File: src/logic/load_ctrl_pkg.sv
// Shared constants and types for the load input control block
package load_ctrl_pkg;

    // ------------------------------------------------------------
    // Bus geometry and register map
    // ------------------------------------------------------------
    localparam int ADDR_W = 4;
    localparam int DATA_W = 32;
    localparam logic [ADDR_W-1:0] CFG_OFFSET = 4'h0;
    localparam logic [ADDR_W-1:0] CMD_OFFSET = 4'h4;
    localparam logic [ADDR_W-1:0] STAT_OFFSET = 4'h8;

    // ------------------------------------------------------------
    // Configuration word, bit 0 is sb_onoff
    // ------------------------------------------------------------
    typedef struct packed {
        logic reg_fast;         // Voltage regulator speed, 1 = fast
        logic leave_auto;       // Keep input state on leaving remote
        logic pf_auto;          // Switch on again after power fail
        logic powerup_restore;  // Power-up mode, 1 = restore
        logic status_dc;        // Status pin shows input on, not CV
        logic [2:0] pin2_en;    // {overpower, overcurrent, overvoltage}
        logic [1:0] pin1_en;    // {power fail, overtemperature}
        logic sb_invert;        // Standby input polarity inverted
        logic sb_onoff;         // Standby input may also switch on
    } cfg_t;

    localparam int CFG_W = 12;
    localparam int CFG_LANE0_W = 8;
    localparam int CFG_LANE1_W = CFG_W - CFG_LANE0_W;
    localparam cfg_t CFG_RESET = 12'h01c;

    // Command register bits, write-only strobes
    localparam int CMD_ON_BIT = 0;
    localparam int CMD_OFF_BIT = 1;

    // Status register bit positions
    localparam int STAT_ON_BIT = 0;
    localparam int STAT_REMOTE_BIT = 1;
    localparam int STAT_SB_BIT = 2;
    localparam int STAT_ARMED_BIT = 3;
    localparam int STAT_PFHOLD_BIT = 4;
    localparam int STAT_PINS_LSB = 8;

    // ------------------------------------------------------------
    // Alarm sources and analog interface output pins
    // ------------------------------------------------------------
    typedef struct packed {
        logic constant_voltage_regulation;
        logic overpower_alarm;
        logic overcurrent_alarm;
        logic overvoltage_alarm;
        logic power_fail_alarm;
        logic overtemperature_alarm;
    } alarm_t;

    typedef struct packed {
        logic status_pin;
        logic alarm2_pin;
        logic alarm1_pin;
    } pins_t;

    localparam int PINS_W = 3;

endpackage

File: src/logic/alarm_pin_router.sv
// Routes alarm sources and input status onto the analog interface pins
`timescale 1ns/1ps
module alarm_pin_router (
    input wire logic clk_i,
    input wire logic rst_i,
    input load_ctrl_pkg::cfg_t cfg_i,
    input load_ctrl_pkg::alarm_t alarm_i,
    input wire logic input_on_i,
    output load_ctrl_pkg::pins_t pins_o
);
    import load_ctrl_pkg::*;

    // ------------------------------------------------------------
    // Pin selection
    // ------------------------------------------------------------
    wire [1:0] pin1_src = {alarm_i.power_fail_alarm, alarm_i.overtemperature_alarm};
    wire [2:0] pin2_src = {alarm_i.overpower_alarm, alarm_i.overcurrent_alarm,
                           alarm_i.overvoltage_alarm};
    wire [2:0] pin2_hit;
    wire status_next;
    pins_t pins_next;

    // Each enabled source gates onto pin 2 separately
    genvar g;
    generate
        for (g = 0; g < 3; g++) begin : gen_pin2
            assign pin2_hit[g] = pin2_src[g] & cfg_i.pin2_en[g]; // [RL4]
        end
    endgenerate

    assign status_next = cfg_i.status_dc ? input_on_i
                                         : alarm_i.constant_voltage_regulation; // [RL5]
    assign pins_next.alarm1_pin = |(pin1_src & cfg_i.pin1_en); // [RL3] [RL15]
    assign pins_next.alarm2_pin = |pin2_hit; // [RL15]
    assign pins_next.status_pin = status_next;

    // Pins are registered so the pins never glitch on source skew
    always_ff @(posedge clk_i) begin
        if (rst_i) begin
            pins_o <= '0;
        end else begin
            pins_o <= pins_next;
        end
    end
endmodule

File: src/logic/load_input_ctrl.sv
// Load input switching control with standby, power fail and remote handling
`timescale 1ns/1ps

// What this block does
// [RL1] Off-only standby action: standby input changes only ever switch the input off.
// [RL2] On/off action: standby switches off and back on, if another location armed it.
// [RL3] Alarm pin 1 defaults to overtemperature plus power fail; three allowed mixes.
// [RL4] Alarm pin 2 defaults to overvoltage; seven mixes of voltage, current, power.
// [RL5] Status pin shows constant voltage mode, or optionally the input on state.
// [RL6] Power-up mode off: input is always off after power-on.
// [RL7] Power-up mode restore: input returns to its state before last switch-off.
// [RL8] Power-fail reaction off: alarm switches input off until a user turns it on.
// [RL9] Power-fail reaction auto: input returns on when cause clears, if it was on.
// [RL10] Leave-remote off: input switches off when control goes from remote to manual.
// [RL11] Leave-remote auto: input keeps its state when control goes back to manual.
// [RL12] A setting selects slow or fast voltage regulator speed.
// [RL13] Standby input polarity setting swaps levels and their meaning.
// [RL14] Power-up mode resets to off.
// [RL15] Each alarm pin is the OR of its enabled active alarm sources.
module load_input_ctrl (
    input wire logic clk_i,
    input wire logic rst_i,
    // Wishbone slave
    input wire logic wb_cyc_i,
    input wire logic wb_stb_i,
    input wire logic wb_we_i,
    input wire logic [load_ctrl_pkg::ADDR_W-1:0] wb_adr_i,
    input wire logic [3:0] wb_sel_i,
    input wire logic [load_ctrl_pkg::DATA_W-1:0] wb_dat_i,
    output logic [load_ctrl_pkg::DATA_W-1:0] wb_dat_o,
    output logic wb_ack_o,
    // Analog interface and internal sources
    input wire logic remote_standby_input_i,
    input wire logic remote_active_i,
    input load_ctrl_pkg::alarm_t alarm_i,
    input wire logic stored_restore_i,
    input wire logic stored_on_i,
    output load_ctrl_pkg::pins_t pins_o,
    output logic input_on_o,
    output logic powerup_restore_o,
    output logic regulator_fast_o
);
    import load_ctrl_pkg::*;

    // ------------------------------------------------------------
    // State
    // ------------------------------------------------------------
    cfg_t cfg_reg;
    cfg_t cfg_next;
    logic input_on_reg;
    logic input_on_next;
    logic boot_reg;
    logic sb_prev_reg;
    logic pf_prev_reg;
    logic remote_prev_reg;
    logic armed_reg;
    logic armed_next;
    logic pf_hold_reg;
    logic pf_hold_next;
    logic ack_reg;
    logic [DATA_W-1:0] rdata_reg;

    // ------------------------------------------------------------
    // Bus decode
    // ------------------------------------------------------------
    wire bus_req = wb_cyc_i & wb_stb_i & ~ack_reg;
    wire wr_req = bus_req & wb_we_i;
    wire cfg_hit = (wb_adr_i == CFG_OFFSET);
    wire cmd_hit = (wb_adr_i == CMD_OFFSET);
    wire stat_hit = (wb_adr_i == STAT_OFFSET);
    wire cfg_wr = wr_req & cfg_hit;
    wire cmd_wr = wr_req & cmd_hit & wb_sel_i[0];
    wire cmd_on = cmd_wr & wb_dat_i[CMD_ON_BIT];
    wire cmd_off = cmd_wr & wb_dat_i[CMD_OFF_BIT];

    // Byte-lane merge of the configuration word
    wire [CFG_W-1:0] cfg_mask = {{CFG_LANE1_W{wb_sel_i[1]}}, {CFG_LANE0_W{wb_sel_i[0]}}};
    wire [CFG_W-1:0] cfg_merged = (cfg_reg & ~cfg_mask) | (wb_dat_i[CFG_W-1:0] & cfg_mask);
    cfg_t cfg_cand;
    assign cfg_cand = cfg_t'(cfg_merged);

    // An empty alarm selection is not a legal mix, keep the old field then
    always_comb begin
        cfg_next = cfg_reg;
        if (cfg_wr) begin
            cfg_next = cfg_cand;
            if (cfg_cand.pin1_en == 2'h0) begin
                cfg_next.pin1_en = cfg_reg.pin1_en; // [RL3]
            end
            if (cfg_cand.pin2_en == 3'h0) begin
                cfg_next.pin2_en = cfg_reg.pin2_en; // [RL4]
            end
        end
    end

    // ------------------------------------------------------------
    // Event detection
    // ------------------------------------------------------------
    // Polarity is applied before the edge so both levels and meaning swap
    wire sb_active = remote_standby_input_i ^ cfg_reg.sb_invert; // [RL13]
    wire sb_rise = ~boot_reg & sb_active & ~sb_prev_reg;
    wire sb_fall = ~boot_reg & ~sb_active & sb_prev_reg;
    wire pf_now = alarm_i.power_fail_alarm;
    wire pf_rise = ~boot_reg & pf_now & ~pf_prev_reg;
    wire pf_fall = ~boot_reg & ~pf_now & pf_prev_reg;
    wire leave_remote = ~boot_reg & ~remote_active_i & remote_prev_reg;

    // Switch-off causes
    wire sb_off = sb_rise; // [RL1] [RL2]
    wire leave_off = leave_remote & ~cfg_reg.leave_auto; // [RL10] [RL11]
    wire any_off = sb_off | pf_rise | leave_off | cmd_off; // [RL8]

    // Switch-on causes; a user on is refused while standby or the power fail alarm is active
    wire user_on = cmd_on & ~sb_active & ~pf_now;
    wire sb_on = sb_fall & cfg_reg.sb_onoff & armed_reg & ~pf_now; // [RL1] [RL2]
    wire pf_on = pf_fall & cfg_reg.pf_auto & pf_hold_reg & ~sb_active; // [RL9]
    // A command taken in the boot cycle races the restore; an off still wins
    wire boot_on = boot_reg & stored_restore_i & stored_on_i; // [RL6] [RL7]
    wire any_on = user_on | sb_on | pf_on | boot_on;

    // Off wins over on so a fault in the same cycle always removes the load
    assign input_on_next = any_off ? 1'b0 : (any_on ? 1'b1 : input_on_reg);

    // Arming remembers that another control location switched the input on
    always_comb begin
        armed_next = armed_reg;
        if (cmd_off | leave_off) begin
            armed_next = 1'b0;
        end
        if (user_on | boot_on) begin
            armed_next = 1'b1; // [RL2]
        end
    end

    // Power fail remembers whether the input was on when the alarm came
    always_comb begin
        pf_hold_next = pf_hold_reg;
        if (pf_rise) begin
            pf_hold_next = input_on_reg; // [RL9]
        end else if (pf_fall | user_on | cmd_off) begin
            pf_hold_next = 1'b0;
        end
    end

    // ------------------------------------------------------------
    // Registers
    // ------------------------------------------------------------
    // Reset is the power-on; the boot cycle samples levels without events
    always_ff @(posedge clk_i) begin
        if (rst_i) begin
            cfg_reg <= CFG_RESET; // [RL14]
            input_on_reg <= 1'b0; // [RL6]
            boot_reg <= 1'b1;
            sb_prev_reg <= 1'b0;
            pf_prev_reg <= 1'b0;
            remote_prev_reg <= 1'b0;
            armed_reg <= 1'b0;
            pf_hold_reg <= 1'b0;
        end else begin
            cfg_reg <= cfg_next;
            input_on_reg <= input_on_next;
            boot_reg <= 1'b0;
            sb_prev_reg <= sb_active;
            pf_prev_reg <= pf_now;
            remote_prev_reg <= remote_active_i;
            armed_reg <= armed_next;
            pf_hold_reg <= pf_hold_next;
        end
    end

    // ------------------------------------------------------------
    // Bus answer
    // ------------------------------------------------------------
    logic [DATA_W-1:0] stat_word;
    logic [DATA_W-1:0] rdata_next;

    always_comb begin
        stat_word = '0;
        stat_word[STAT_ON_BIT] = input_on_reg;
        stat_word[STAT_REMOTE_BIT] = remote_active_i;
        stat_word[STAT_SB_BIT] = sb_active;
        stat_word[STAT_ARMED_BIT] = armed_reg;
        stat_word[STAT_PFHOLD_BIT] = pf_hold_reg;
        stat_word[STAT_PINS_LSB +: PINS_W] = pins_o;
    end

    // Unmapped and command reads return zero
    assign rdata_next = cfg_hit ? {{(DATA_W-CFG_W){1'b0}}, cfg_reg}
                      : (stat_hit ? stat_word : '0);

    // One wait state: answer in the cycle after the request is seen
    always_ff @(posedge clk_i) begin
        if (rst_i) begin
            ack_reg <= 1'b0;
            rdata_reg <= '0;
        end else begin
            ack_reg <= bus_req;
            rdata_reg <= bus_req ? rdata_next : rdata_reg;
        end
    end

    assign wb_ack_o = ack_reg;
    assign wb_dat_o = rdata_reg;

    // ------------------------------------------------------------
    // Outputs
    // ------------------------------------------------------------
    assign input_on_o = input_on_reg;
    assign powerup_restore_o = cfg_reg.powerup_restore;
    assign regulator_fast_o = cfg_reg.reg_fast; // [RL12]

    alarm_pin_router u_router (
        .clk_i(clk_i),
        .rst_i(rst_i),
        .cfg_i(cfg_reg),
        .alarm_i(alarm_i),
        .input_on_i(input_on_reg),
        .pins_o(pins_o)
    );
endmodule

File: config.mk
export PLATFORM = sky130hd
export DESIGN_NAME = load_input_ctrl
export DESIGN_NICKNAME = d
export VERILOG_FILES = /design/src/logic/load_ctrl_pkg.sv /design/src/logic/alarm_pin_router.sv /design/src/logic/load_input_ctrl.sv
export SDC_FILE = /design/constraint.sdc
export NUM_CORES = 1
export LEC_CHECK = 0
export ABC_AREA = 1
export BUFFER_PORTS_ARGS = -buffer_cell sky130_fd_sc_hd__buf_2
export CORE_MARGIN = 2
export CORE_UTILIZATION = 30
export CTS_CLUSTER_DIAMETER = 150
export DETAILED_ROUTE_END_ITERATION = 7
export GPL_TIMING_DRIVEN = 0
export SLEW_MARGIN = 10
export SYNTH_ARGS = -nofsm -noshare
export SYNTH_HDL_FRONTEND = slang
export SYNTH_HIERARCHICAL = 1
export SYNTH_SLANG_ARGS = --single-unit
File: constraint.sdc
create_clock -name clk_i -period 1.36 [get_ports clk_i]
set_input_delay 0.272 -clock clk_i [delete_from_list [all_inputs] [get_ports clk_i]]
set_output_delay 0.272 -clock clk_i [all_outputs]
set_load 0.005 [all_outputs]
# Yosys cells after proc, flatten, opt, wreduce, memory -nomap -nowiden
# Index checks and enable logic that the tools add are counted.
[word_totals]
latchBits = 0
romBits = 0
reg_bits = 55
wordCells = 99
mem_bits_rw = 0
out_inout_bits = 39
n_memories = 0
inputBits = 55
[op_classes]
n_shift = 0
n_reduce_logical = 10
div = 0
magnitude_cmp = 0
eq_ne = 2
mux = 8
bitwise = 58
mul = 0
add_sub_neg = 0
[op_table]
columns = ["op", "n"]
rows = [
  ["AND 1 bit", 32],
  ["AND 12 bit", 2],
  ["2-to-1 mux 12 bit", 1],
  ["NOT 12 bit", 1],
  ["OR 12 bit", 1],
  ["2-to-1 mux 11 bit", 1],
  ["NOT 1 bit", 10],
  ["OR 1 bit", 10],
  ["2-to-1 mux 1 bit", 6],
  ["== test 4 x 3 -> 1 bit, second input constant", 1],
  ["== test 4 bit, second input constant", 1],
  ["logical NOT 4 bit", 1],
  ["AND reduction 2 bit", 2],
  ["nonzero test 2 bit", 2],
  ["OR reduction 2 bit", 2],
  ["logical NOT 3 bit", 1],
  ["OR reduction 3 bit", 1],
  ["AND 2 bit", 1],
  ["logical NOT 2 bit", 1],
  ["bitwise XOR 1 bit", 1],
]

# Depth between registers and ports, before layout
[logic_depth]
ltp_word = 12
mapped_depth = 8

# Cells and area by module
# The synthesis kept the hierarchy.
[modules_own_cells]
columns = ["mod", "area_each_um2", "cells_per_inst", "n_inst"]
rows = [
  ["load_input_ctrl", 1629.1, 227, 1],
  ["alarm_pin_router", 121.4, 17, 1],
]

# Least setup slack after synthesis
# OpenSTA, ideal clock, no wires.
[synth_path]
kind = "flip-flop to flip-flop"
startpoint = "register ack_reg, in the netlist wb_ack_o"
endpoint = "register cfg_reg[6] in the netlist's numbering"
arrival_ns = 1.081
setup_slack_ns = 0.211
period_less_slack_ns = 1.149
path_buffers = 0
path_stages_with_launch = 7
cell_sequence = "dfxtp_1 > inv_1 > nand3_4 > nor2_8 > nand2_4 > or2_1 > a21oi_2"
[synth_via]
elab_chain_len = 5
[synth_lines]
columns = ["element", "line_no", "rtl"]
rows = [
  ["start, declared", "load_input_ctrl.sv:60", "logic ack_reg;"],
  ["start signal, assigned", "load_input_ctrl.sv:197", "ack_reg <= bus_req;"],
  ["NOT 1 bit", "load_input_ctrl.sv:66", "wire bus_req = wb_cyc_i & wb_stb_i & ~ack_reg;"],
  ["AND 1 bit", "load_input_ctrl.sv:66", ""],
  ["AND 1 bit", "load_input_ctrl.sv:67", "wire wr_req = bus_req & wb_we_i;"],
  ["AND 1 bit", "load_input_ctrl.sv:71", "wire cfg_wr = wr_req & cfg_hit;"],
  ["AND reduction 2 bit (no line)", "n/a", ""],
  ["end signal, assigned", "load_input_ctrl.sv:160", "cfg_reg <= cfg_next;"],
  ["end, declared", "load_input_ctrl.sv:48", "cfg_t cfg_reg;"],
]
# Every way passes these cells.
# A chain may end at the register's enable or synchronous reset.

# Final worst setup path
[layout_path]
startpoint = "register ack_reg, in the netlist wb_ack_o"
endpoint = "register cfg_reg[2] in the netlist's numbering"
# The elaborated chain is that of the path after synthesis.

==> flow_metrics.env <==
export IMPL_cp_slowest_cell="dfxtp_2"
export IMPL_grt_pass1_vias=1553
export IMPL_endpoint_kind="flip-flop"
export IMPL_grtUsageTotal=0.148
export IMPL_numPortBuffers=51
export IMPL_gr_total_overflow=0
export IMPL_hold_violations=0
export IMPL_final_period_utilization=0.964
export IMPL_initial_core_util=0.314
export IMPL_synth_area_um2=1750
export IMPL_finalSetupViolCount=0
export IMPL_final_fill_count=615
export IMPL_clkSinkCount=35
export IMPL_dpl_hpwl_um=3610
export IMPL_drive_gt1_frac=0.306
export IMPL_die_w_um=80.4
export IMPL_core_area_um2=5570
export IMPL_vias=1733
export IMPL_path_cells="inv_2 > nand4_1 > nor2_4 > buf_4 > o21ai_0 > nand2_1 > nand2_1"
export IMPL_whs_ns=0.200
export IMPL_routed_wl_um=4690
export IMPL_wl_per_cell_um=11.8
export IMPL_cts_tree="built"
export IMPL_setup_slack_ns=0.0495
export IMPL_pin_count=94
export IMPL_period_needed_ns=1.31
export IMPL_post_drt_via_cell_ratio=4.38
export IMPL_grt_max_degree=13
export IMPL_num_rows=27
export IMPL_hold_class="input port to flip-flop"
export IMPL_ctsHoldBuffers=0
export IMPL_crit_arrival_ns=1.50
export IMPL_finalMaxSlewViolations=0
export IMPL_drt_iter0_drc=67
export IMPL_antenna_cells=0
export IMPL_path_clk_slew_ns=0.08
export IMPL_fp_dieH_um=80.4
export IMPL_cp_start_kind="flip-flop"
export IMPL_fin_worst_skew_ns=0.00668
export IMPL_cts_buffers=5
export IMPL_slew_headroom=0.625
export IMPL_worst_pin_slew_ns=0.563
export IMPL_critPathKind="flip-flop to flip-flop"
export IMPL_cap_violations=0
export IMPL_nNetsFinal=378
export IMPL_clockRootBuffer="clkbuf_8"
export IMPL_yosys_warnings=6
export IMPL_ys_ff_latch=35
export IMPL_ir_drop_v=0.000483
export IMPL_htree_levels=2
export IMPL_antenna_found_initial=0
export IMPL_max_freq_mhz=763
export IMPL_p_leak_nw=1.23
export IMPL_drt_drc_violations_left=0
export IMPL_syn2layout_area_growth_pct=32.7
export IMPL_synth_seq_area_share=0.400
export IMPL_crit_fanout=4
export IMPL_dieArea_um2=6460
export IMPL_firstDrtPassIters=4
export IMPL_powerDensity_nw_per_um2=1060
export IMPL_status="finished clean"
export IMPL_ys_types=26
export IMPL_gp_congestion=0.873
export IMPL_grt_pass1_wl_um=7250
export IMPL_max_stage_delay_ns=0.35
export IMPL_cts_buffer_depth=2
export IMPL_syn_mean_instance_area_um2=7.17
export IMPL_place_ws_ns=-0.0352
export IMPL_crit_path_frequent_cell="nand2_1"
export IMPL_clk_latency_ns=0.29
export IMPL_syn_inst=244
export IMPL_required_ns=1.55
export IMPL_antenna_left=0
synthesized netlist by cell type:
master	count	area, um2
o21ai_2	1	8.76
buf_2	2	10.0
dfxtp_1	35	701
o22ai_1	1	6.26
nor2_2	1	6.26
clkbuf_1	1	3.75
nand3_4	1	17.5
conb_1	1	3.75
a21oi_2	2	17.5
nand2_1	47	176
a22oi_1	8	60.1
nand2_4	2	22.5
nor2_1	38	143
nor2_8	1	20.0
o21ai_0	19	95.1
nor2_4	2	22.5
or2_1	2	12.5
nand4_1	5	31.3
o211ai_1	1	7.51
buf_1	1	3.75
a21oi_1	7	35.0
nand3_1	16	80.1
buf_4	20	150
nand2_2	1	6.26
inv_1	28	105
clkinv_2	1	5.00
final timing paths:
kind                from          end  slack, ns  cells after the start
max             wb_ack_o   cfg_reg[2]       0.05                      7
min                rst_i     boot_reg       0.20                      1
max reg2reg     wb_ack_o   cfg_reg[2]       0.05                      7
min reg2reg  wb_dat_o[4]  wb_dat_o[4]       0.48                      2
kinds of logic (layout without fill, tap and decap cells):
family | after synthesis | count (layout) | synth area share
other cells | 1 | 20 | 0.00214
flops | 35 | 35 | 0.400
compound gates | 39 | 39 | 0.132
simple gates | 116 | 116 | 0.307
buf+inv | 53 | 114 | 0.159
per-stage QoR:
step	instances	util	area, um2	total power, W	TNS [ns]
3_5_place_dp	386	0.389	2170	0.00135	-0.0659
2_1_floorplan	263	-	1820	0.00124	0
4_1_cts	394	0.413	2300	0.00247	0
6_report	396	0.417	2320	0.00247	0
5_1_grt	396	0.417	2320	0.00257	-0.0103
3_3_place_gp	386	0.389	2170	0.00135	-0.0448
worst max-delay path, delay by kind of cell (launching register included):
kind	cells	cell delay, ns
buffers and inverters	2	0.21
and+or+nand+nor	4	0.52
AOI/OAI and AO/OA	1	0.13
DFF	1	0.35
metal layers:
metal,global-route usage,share of wire
met1,0.197,0.46
met2,0.228,0.44
met3,0.0472,0.091
met4,0.0407,0.010
met5,0,0
layout by cell type, fill, tap and decap left out, types with 7 or more instances in the layout:
master,netlist,final
nand2_1,47,46
o21ai_0,19,17
conb_1,1,20
dfxtp_1,35,34
inv_1,28,26
nand3_1,16,16
a21oi_1,7,7
buf_2,2,53
buf_4,20,22
nor2_1,38,38
a22oi_1,8,8
layout make-up:
cell class                      instances  area [um2]  share of cell area
Multi-Input combinational cell        175         846               0.364
Sequential cell                        35         702               0.302
Timing Repair Buffer                   53         270               0.116
Buffer                                 24         168              0.0722
Inverter                               29         110              0.0474
Tap cell                               72        90.1              0.0388
Clock buffer                            5        68.8              0.0296
Clock inverter                          3        67.6              0.0291
where the power goes:
group / switching (W) / internal, W
clock: 0.000404 / 0.000731
sequential: 0.0000162 / 0.00105
combinational: 0.000149 / 0.000119
total: 0.000569 / 0.00190
timing repair:
action | in CTS | in global routing
setup buffers | 0 | 2
endpoints found under the setup margin | 0 | 9
gates resized for setup | 0 | 6
No activity file was read; power rests on OpenSTA's default activity.
